File: src/rtl/hpr_defs.svh
// Constants for the hub port power and role control block
`ifndef HPR_DEFS_SVH
`define HPR_DEFS_SVH
`define HPR_NUM_PORTS    2
`define HPR_NUM_ATTACH   4
`define HPR_SYNC_STAGES  2
`define HPR_ROLE_DEFAULT 1'h0
`define HPR_ROLE_SWAPPED 1'h1
`define HPR_UP_PORT_DEF  2'h0
`define HPR_UP_PORT_SWP  2'h1
`define HPR_NUM_PINS     3
`define HPR_PIN_P1       0
`define HPR_PIN_P2       1
`define HPR_PIN_GANG     2
`define HPR_PIN_IDLE     3'h7
`define HPR_ATTACH_RESET 4'h0
`define HPR_PORTS_RESET  2'h0
`define HPR_ROLES_RESET  2'h2
`endif

File: src/rtl/hpr_pkg.sv
// Types for the hub port power and role control block
package hpr_pkg;
   // Drive side of one open-drain pin
   typedef struct packed {
      logic out;
      logic oe;
   } hpr_od_drive_t;
   // Role of each of ports 0 and 1
   typedef struct packed {
      logic port0_upstream;
      logic port1_upstream;
   } hpr_roles_t;
endpackage

File: src/rtl/hpr_port_power_role.sv
// Port power control, overcurrent sense, role swap and PHY gating
`timescale 1ns/1ps
`default_nettype none
`include "hpr_defs.svh"
module hpr_port_power_role (
   // Clock and reset
   input  wire  logic                        clk_sys,
   input  wire  logic                        rst,
   // Configuration and host control
   input  wire  logic                        ganged_mode,
   input  wire  logic [`HPR_NUM_PORTS-1:0]   port_cfg_enable,
   input  wire  logic [`HPR_NUM_PORTS-1:0]   port_host_enable,
   // Per-port open-drain power pins
   input  wire  logic                        port1_power_ctl_pin_in,
   output logic                              port1_power_ctl_pin_out,
   output logic                              port1_power_ctl_pin_oe,
   input  wire  logic                        port2_power_ctl_pin_in,
   output logic                              port2_power_ctl_pin_out,
   output logic                              port2_power_ctl_pin_oe,
   // Ganged open-drain power pin
   input  wire  logic                        ganged_power_pin_in,
   output logic                              ganged_power_pin_out,
   output logic                              ganged_power_pin_oe,
   // Port status
   output logic [`HPR_NUM_PORTS-1:0]         port_powered,
   output logic [`HPR_NUM_PORTS-1:0]         port_overcurrent,
   // Role swap
   input  wire  logic                        role_swap_cmd,
   output logic                              role_state_ind,
   output hpr_pkg::hpr_roles_t               port_roles,
   // Attach and PHY gating
   input  wire  logic [`HPR_NUM_ATTACH-1:0]  attach_in,
   output logic [`HPR_NUM_ATTACH-1:0]        ss_phy_enable
);
   // Pin vectors hold port 1, port 2 and the ganged pin, low bit first.
   // Keeping all three pins in one vector lets sync and masking share logic.
   // First synchroniser stages feed only the second stages.

   // Pick the pin that reports overcurrent for one port
   function automatic logic port_fault(
      input logic gang,
      input logic own_fault,
      input logic gang_fault
   );
      port_fault = gang ? gang_fault : own_fault;
   endfunction

   // Drive side of one open-drain pin; out stays low so oe alone decides
   function automatic hpr_pkg::hpr_od_drive_t od_drive(
      input logic drive_low
   );
      hpr_pkg::hpr_od_drive_t d;
      d.out = 1'h0;
      d.oe  = drive_low;
      return d;
   endfunction

   // Synchroniser stages for the asynchronous pins
   logic [`HPR_NUM_ATTACH-1:0] attach_s1;
   logic [`HPR_NUM_ATTACH-1:0] attach_s2;
   logic                       swap_s1;
   logic                       swap_s2;
   logic [`HPR_NUM_PINS-1:0]   pin_s1;
   logic [`HPR_NUM_PINS-1:0]   pin_s2;

   // Release history of each pin
   logic [`HPR_NUM_PINS-1:0]   released_q1;
   logic [`HPR_NUM_PINS-1:0]   released_q2;

   // Enables and drive decisions
   wire  [`HPR_NUM_PINS-1:0]   pin_raw;
   wire  [`HPR_NUM_PORTS-1:0]  port_en;
   wire                        all_en;
   wire                        drive_p1;
   wire                        drive_p2;
   wire                        drive_gang;
   wire  [`HPR_NUM_PINS-1:0]   released;

   // Next values of the registered outputs
   wire  [`HPR_NUM_PINS-1:0]   pin_fault;
   wire  [`HPR_NUM_PORTS-1:0]  next_oc;
   wire  [`HPR_NUM_PORTS-1:0]  next_powered;
   wire                        next_role;
   hpr_pkg::hpr_roles_t        next_roles;

   // Drive side of the three open-drain pins
   hpr_pkg::hpr_od_drive_t     p1_drive;
   hpr_pkg::hpr_od_drive_t     p2_drive;
   hpr_pkg::hpr_od_drive_t     gang_drive;

   // Gather the raw pins, low bit first
   assign pin_raw = {ganged_power_pin_in, port2_power_ctl_pin_in, port1_power_ctl_pin_in};

   // Attach synchroniser; attach pins idle low, so PHYs start off
   always_ff @(posedge clk_sys) begin
      if (rst) begin
         attach_s1 <= `HPR_ATTACH_RESET;
         attach_s2 <= `HPR_ATTACH_RESET;
      end else begin
         attach_s1 <= attach_in;
         attach_s2 <= attach_s1;
      end
   end

   // Role swap synchroniser
   always_ff @(posedge clk_sys) begin
      if (rst) begin
         swap_s1 <= `HPR_ROLE_DEFAULT;
         swap_s2 <= `HPR_ROLE_DEFAULT;
      end else begin
         swap_s1 <= role_swap_cmd;
         swap_s2 <= swap_s1;
      end
   end

   // Power pin synchroniser; resets to the pull-up level so no fault shows after reset
   always_ff @(posedge clk_sys) begin
      if (rst) begin
         pin_s1 <= `HPR_PIN_IDLE;
         pin_s2 <= `HPR_PIN_IDLE;
      end else begin
         pin_s1 <= pin_raw;
         pin_s2 <= pin_s1;
      end
   end

   // Release history; a freshly released pin still shows its driven low for two edges
   always_ff @(posedge clk_sys) begin
      if (rst) begin
         released_q1 <= 3'h0;
         released_q2 <= 3'h0;
      end else begin
         released_q1 <= released;
         released_q2 <= released_q1;
      end
   end

   // A port is enabled only when both configuration and host allow it
   assign port_en    = port_cfg_enable & port_host_enable;
   // Ganged pin powers all ports together, so any disabled port drops them all
   assign all_en     = &port_en;
   // Per-port pins are parked low in ganged mode so no stray supply turns on
   assign drive_p1   = ganged_mode | ~port_en[0];
   assign drive_p2   = ganged_mode | ~port_en[1];
   assign drive_gang = ~ganged_mode | ~all_en;
   assign released   = ~{drive_gang, drive_p2, drive_p1};

   // Overcurrent only counts once the released level has crossed the synchroniser;
   // the trade is two extra cycles before the first fault after enabling
   assign pin_fault  = released & released_q1 & released_q2 & ~pin_s2;
   assign next_oc[0] = port_fault(ganged_mode, pin_fault[`HPR_PIN_P1],
                                  pin_fault[`HPR_PIN_GANG]);
   assign next_oc[1] = port_fault(ganged_mode, pin_fault[`HPR_PIN_P2],
                                  pin_fault[`HPR_PIN_GANG]);

   // Next power state, role and role pair
   assign next_powered = ganged_mode ? {2{all_en}} : port_en;
   assign next_role    = swap_s2 ? `HPR_ROLE_SWAPPED : `HPR_ROLE_DEFAULT;
   assign next_roles   = '{port0_upstream: ~swap_s2,
                           port1_upstream: swap_s2};

   // Overcurrent status register
   always_ff @(posedge clk_sys) begin
      if (rst) begin
         port_overcurrent <= `HPR_PORTS_RESET;
      end else begin
         port_overcurrent <= next_oc;
      end
   end

   // Role indicator and role pair registers
   always_ff @(posedge clk_sys) begin
      if (rst) begin
         role_state_ind <= `HPR_ROLE_DEFAULT;
         port_roles     <= `HPR_ROLES_RESET;
      end else begin
         role_state_ind <= next_role;
         port_roles     <= next_roles;
      end
   end

   // PHY gating follows the synchronised attach inputs
   always_ff @(posedge clk_sys) begin
      if (rst) begin
         ss_phy_enable <= `HPR_ATTACH_RESET;
      end else begin
         ss_phy_enable <= attach_s2;
      end
   end

   // Port power status register
   always_ff @(posedge clk_sys) begin
      if (rst) begin
         port_powered <= `HPR_PORTS_RESET;
      end else begin
         port_powered <= next_powered;
      end
   end

   // Open-drain drive: release when enabled and in the pin's own mode, pull low otherwise
   assign p1_drive   = od_drive(drive_p1);
   assign p2_drive   = od_drive(drive_p2);
   assign gang_drive = od_drive(drive_gang);

   // Pin outputs; oe is combinational so a disable takes effect at once
   assign port1_power_ctl_pin_out = p1_drive.out;
   assign port1_power_ctl_pin_oe  = p1_drive.oe;
   assign port2_power_ctl_pin_out = p2_drive.out;
   assign port2_power_ctl_pin_oe  = p2_drive.oe;
   assign ganged_power_pin_out    = gang_drive.out;
   assign ganged_power_pin_oe     = gang_drive.oe;
endmodule
`default_nettype wire

File: config.mk
export PLATFORM = sky130hd
export DESIGN_NAME = hpr_port_power_role
export DESIGN_NICKNAME = d
export VERILOG_FILES = /design/src/rtl/hpr_pkg.sv /design/src/rtl/hpr_port_power_role.sv
export VERILOG_INCLUDE_DIRS = /design/src /design/src/rtl
export SDC_FILE = /design/constraint.sdc
export NUM_CORES = 1
export LEC_CHECK = 0
export ABC_AREA = 1
export BUFFER_PORTS_ARGS = -buffer_cell sky130_fd_sc_hd__buf_4
export CELL_PAD_IN_SITES_DETAIL_PLACEMENT = 1
export CELL_PAD_IN_SITES_GLOBAL_PLACEMENT = 2
export CORE_UTILIZATION = 28
export DETAILED_ROUTE_END_ITERATION = 6
export PLACE_DENSITY = 0.71
export RECOVER_POWER = 25
export SLEW_MARGIN = 10
export SYNTH_ARGS = -nofsm -noshare
export SYNTH_HDL_FRONTEND = slang
export SYNTH_SLANG_ARGS = --single-unit
File: constraint.sdc
create_clock -name clk_sys -period 0.96 [get_ports clk_sys]
set_input_delay 0.096 -clock clk_sys [delete_from_list [all_inputs] [get_ports clk_sys]]
set_output_delay 0.096 -clock clk_sys [all_outputs]
set_load 0.05 [all_outputs]
==> report_table.html <==
<table>
<tr><th>Metric</th><th>Value</th></tr>
<tr><th colspan="2">Yosys</th></tr>
<tr><td>Number of cells produced by synthesis</td><td>110</td></tr>
<tr><td>Distinct cell type count after synthesis</td><td>15</td></tr>
<tr><td>Total of flip-flops plus latches after synthesis</td><td>32</td></tr>
<tr><td>Share of the yosys chip area belonging to registers</td><td>63.3%</td></tr>
<tr><td>Post-synthesis area per instance</td><td>9.20 um2</td></tr>
<tr><td>Count of yosys warnings during synthesis</td><td>0</td></tr>
<tr><td>Synthesized area</td><td>1010 um2</td></tr>
<tr><th colspan="2">Drt</th></tr>
<tr><td>Initial DRC Count</td><td>20</td></tr>
<tr><td>Number of vias per cell after detailed routing</td><td>3.76</td></tr>
<tr><td>Residual DRC</td><td>0</td></tr>
<tr><td>Post-route ant nets</td><td>0</td></tr>
<tr><td>Per-cell routed wire length</td><td>8.68 um</td></tr>
<tr><td>Detailed-routing iteration count for the pre-antenna-repair pass</td><td>3</td></tr>
<tr><td>Number of vias after detailed routing</td><td>734</td></tr>
<tr><td>Routed wire length</td><td>1690 um</td></tr>
<tr><th colspan="2">Critical path</th></tr>
<tr><td>CP Launch Type</td><td>flop</td></tr>
<tr><td>Maximum single-stage delay on the critical path</td><td>0.35 ns</td></tr>
<tr><td>Cell-by-cell listing of the critical path</td><td>buf_6</td></tr>
<tr><td>Depth of the worst register-to-register path</td><td>4</td></tr>
<tr><td>Arrival time at the worst endpoint</td><td>0.83 ns</td></tr>
<tr><td>Buffer and inverter count on the worst path</td><td>1</td></tr>
<tr><td>Top cell family by delay on the critical path</td><td>flip-flops</td></tr>
<tr><td>Crit path required time</td><td>0.86 ns</td></tr>
<tr><td>Maximum fanout count along the critical path</td><td>2</td></tr>
<tr><td>Critical Path Stages</td><td>1</td></tr>
<tr><td>Endpoint kind of the worst setup timing path</td><td>primary output</td></tr>
<tr><td>Critical setup path kind</td><td>reg2out</td></tr>
<tr><td>Cell with the largest stage delay on the worst path</td><td>sky130_fd_sc_hd__dfxtp_2</td></tr>
<tr><th colspan="2">Global routing</th></tr>
<tr><td>Total GRT Usage</td><td>10.4%</td></tr>
<tr><td>Vias in the first global route</td><td>689</td></tr>
<tr><td>Residual overflow from global routing</td><td>0</td></tr>
<tr><td>Maximum number of pins on one net before global-route repair</td><td>32</td></tr>
<tr><td>First-pass GRT wire length</td><td>2940 um</td></tr>
<tr><td>Number of antenna violations at the first check in global routing</td><td>0</td></tr>
<tr><th colspan="2">Final layout</th></tr>
<tr><td>Area delta synth-&gt;final</td><td>42.6%</td></tr>
<tr><td>Final core utilization</td><td>42.6%</td></tr>
<tr><td>Final standard cell area without fillers</td><td>1440 um2</td></tr>
<tr><td>N_diodes</td><td>0</td></tr>
<tr><td>Nets</td><td>163</td></tr>
<tr><td>Fillers</td><td>387</td></tr>
<tr><td>Proportion of layout cells with a drive suffix above 1</td><td>36.2%</td></tr>
<tr><th colspan="2">Placed design</th></tr>
<tr><td>Post-detail-place hpwl</td><td>1150 um</td></tr>
<tr><td>Final Wtd Congestion</td><td>0.692</td></tr>
<tr><td>Number of port buffers</td><td>28</td></tr>
<tr><td>Cell Area, Placed</td><td>1240 um2</td></tr>
<tr><th colspan="2">Floorplanning</th></tr>
<tr><td>Placeable core area</td><td>3390 um2</td></tr>
<tr><td>Horizontal die dimension</td><td>62.1 um</td></tr>
<tr><td>Row count</td><td>21</td></tr>
<tr><td>Initial standard-cell utilization of the core</td><td>29.9%</td></tr>
<tr><td>Number of placed I/O pins</td><td>32</td></tr>
<tr><td>Die Outline Area</td><td>3860 um2</td></tr>
<tr><td>Overall die height</td><td>62.1 um</td></tr>
<tr><th colspan="2">Power</th></tr>
<tr><td>Sw Ratio</td><td>23.1%</td></tr>
<tr><td>Max rail drop VDD</td><td>0.723 mV</td></tr>
<tr><td>Clock share of power</td><td>37.8%</td></tr>
<tr><td>Total design power</td><td>2.63 mW</td></tr>
<tr><td>Leakage power total</td><td>0.647 nW</td></tr>
<tr><td>Switching power summed over all nets</td><td>0.607 mW</td></tr>
<tr><td>Internal power consumption</td><td>2.02 mW</td></tr>
<tr><td>Sequential Power Share</td><td>52.8%</td></tr>
<tr><td>Total power per unit cell area</td><td>1820 nW/um2</td></tr>
<tr><td>Combinational share of power</td><td>9.4%</td></tr>
<tr><th colspan="2">Job</th></tr>
<tr><td>Max Cap Viol</td><td>0</td></tr>
<tr><th colspan="2">Timing</th></tr>
<tr><td>Worst slew pin tran</td><td>0.596 ns</td></tr>
<tr><td>Hold Worst Slack</td><td>0.0835 ns</td></tr>
<tr><td>Final hold viol count</td><td>0</td></tr>
<tr><td>Post-Route Skew</td><td>0.00211 ns</td></tr>
<tr><td>Final Slew Violations</td><td>0</td></tr>
<tr><td>Final setup violation count</td><td>0</td></tr>
<tr><td>Unrepaired setup endpoints after global routing</td><td>true</td></tr>
<tr><td>Share of the clock period used by the worst path</td><td>96.4%</td></tr>
<tr><td>Peak clock frequency supported by timing</td><td>1080 MHz</td></tr>
<tr><td>Fin crit period</td><td>0.926 ns</td></tr>
<tr><td>Relative slew margins</td><td>60.3%</td></tr>
<tr><th colspan="2">Clocking</th></tr>
<tr><td>CTS H-tree lvls</td><td>2</td></tr>
<tr><td>Total clock buffers created by CTS</td><td>5</td></tr>
<tr><td># clock sinks</td><td>32</td></tr>
<tr><td>Clock tree from TritonCTS</td><td>built</td></tr>
<tr><td>Clock root buffer master</td><td>sky130_fd_sc_hd__clkbuf_4</td></tr>
<tr><td>Post-CTS Setup Bufs</td><td>0</td></tr>
<tr><td>Clock insertion delay at the later pin of the skew report</td><td>0.32 ns</td></tr>
<tr><td>Maximum root-to-sink buffer count</td><td>2</td></tr>
<tr><td>Clk slew on worst S/H paths</td><td>0.10 ns</td></tr>
<tr><th colspan="2">Run status</th></tr>
<tr><td>Run status</td><td>completed</td></tr>
<tr><th colspan="2">Min path</th></tr>
<tr><td>Min-Delay Path Class</td><td>in2reg</td></tr>
<tr><td>Hold Path Stages</td><td>4</td></tr>
</table>
[cells in the mapped netlist, drive strengths merged]
library cell	count	share of area, %
buf	7	4.4
conb	1	0.37
inv	24	8.9
nor2	26	11
nand2	8	3.2
a21oi	4	3.5
nand3	2	2.0
dfxtp	32	63
or2	6	3.7
[metal layers]
layer	wire length, um	track usage [%]	vias up	share of wire (%)
met2	812	15.5	24	48
li1	-	-	377	-
met4	46	6.98	0	2.7
met3	111	6.80	4	6.6
met1	721	10.4	329	43
met5	0	0	-	0
[cell usage in the layout, fill, tap and decap left out]
master,count
sky130_fd_sc_hd__a21oi_2,2
sky130_fd_sc_hd__nor2_1,24
sky130_fd_sc_hd__nor2_4,1
sky130_fd_sc_hd__or2_2,1
sky130_fd_sc_hd__buf_6,11
sky130_fd_sc_hd__nand3_2,2
sky130_fd_sc_hd__nand2_2,1
sky130_fd_sc_hd__inv_2,2
sky130_fd_sc_hd__inv_1,22
sky130_fd_sc_hd__dfxtp_2,8
sky130_fd_sc_hd__a21oi_1,2
sky130_fd_sc_hd__nand2_1,7
sky130_fd_sc_hd__dlygate4sd3_1,8
sky130_fd_sc_hd__conb_1,3
sky130_fd_sc_hd__clkbuf_4,5
sky130_fd_sc_hd__clkinvlp_4,1
sky130_fd_sc_hd__bufinv_16,1
sky130_fd_sc_hd__dfxtp_1,24
sky130_fd_sc_hd__or2_1,5
sky130_fd_sc_hd__clkinv_2,1
sky130_fd_sc_hd__clkbuf_2,1
sky130_fd_sc_hd__buf_4,16
sky130_fd_sc_hd__nor2_2,1
[path summary, 6_finish.rpt]
path,start,to,slack (ns)
min,ganged_mode,released_q1[1],0.08
min reg2reg,attach_s2[1],ss_phy_enable[1],0.40
max reg2reg,released_q1[2],port_overcurrent[1],0.13
max,role_state_ind,port_roles[0],0.03
[flip-flops by register name, indices dropped and copies added, names as in the netlist, 2 cells and up]
| register | flops |
|---|---|
| released_q2 | 3 |
| attach_s2 | 4 |
| pin_s1 | 3 |
| ss_phy_enable | 4 |
| port_powered | 2 |
| port_overcurrent | 2 |
| attach_s1 | 4 |
| pin_s2 | 3 |
| released_q1 | 3 |
[worst reg2reg max path, delay by kind of cell, from the launching register on]
| family | cells | cell delay [ns] |
|---|---|---|
| flip-flops | 1 | 0.34 |
| AND/OR/NAND/NOR | 3 | 0.29 |
| AO/OA/AOI/OAI | 1 | 0.13 |
[stage by stage]
stage               setup TNS, ns  std cells  setup slack [ns]
floorplan                       0        112             0.146
global placement                0        179             0.181
detailed placement              0        179             0.143
CTS                       -0.0179        195          -0.00987
global route              -0.0577        195           -0.0282
finish                          0        195            0.0344
[power groups by stage]
| stage | Clock (mW) | Combinational [mW] | Sequential (mW) |
|---|---|---|---|
| final | 0.993 | 0.246 | 1.39 |
| after global routing | 1.10 | 0.268 | 1.39 |
| after global placement | 0 | 0.218 | 1.41 |
| after floorplan | 0 | 0.118 | 1.45 |
| after CTS | 1.05 | 0.250 | 1.38 |
| after detailed placement | 0 | 0.221 | 1.41 |
[final cells by class]
type / instances / area (um2) / area share [%]
sequential: 32 / 651 / 45.1
timing repair buffer: 36 / 329 / 22.8
clock buffer: 5 / 37.5 / 2.60
multi-input combinational: 49 / 236 / 16.4
inverter: 24 / 90.1 / 6.24
tap: 46 / 57.6 / 3.99
clock inverter: 3 / 42.5 / 2.95
[cell families after synthesis]
kind of cell           share of synthesized area (%)
AO/OA/AOI/OAI                                   3.46
flip-flops                                      63.3
buffers and inverters                           13.3
other                                          0.370
AND/OR/NAND/NOR                                 19.5
[timing repair]
action	CTS	global route
endpoints found under the hold margin	8	0
hold buffers	8	0
pin swaps	0	0
setup endpoints to repair	6	11
resized for setup	4	14
Note: power is estimated with default switching activity, not from simulation.
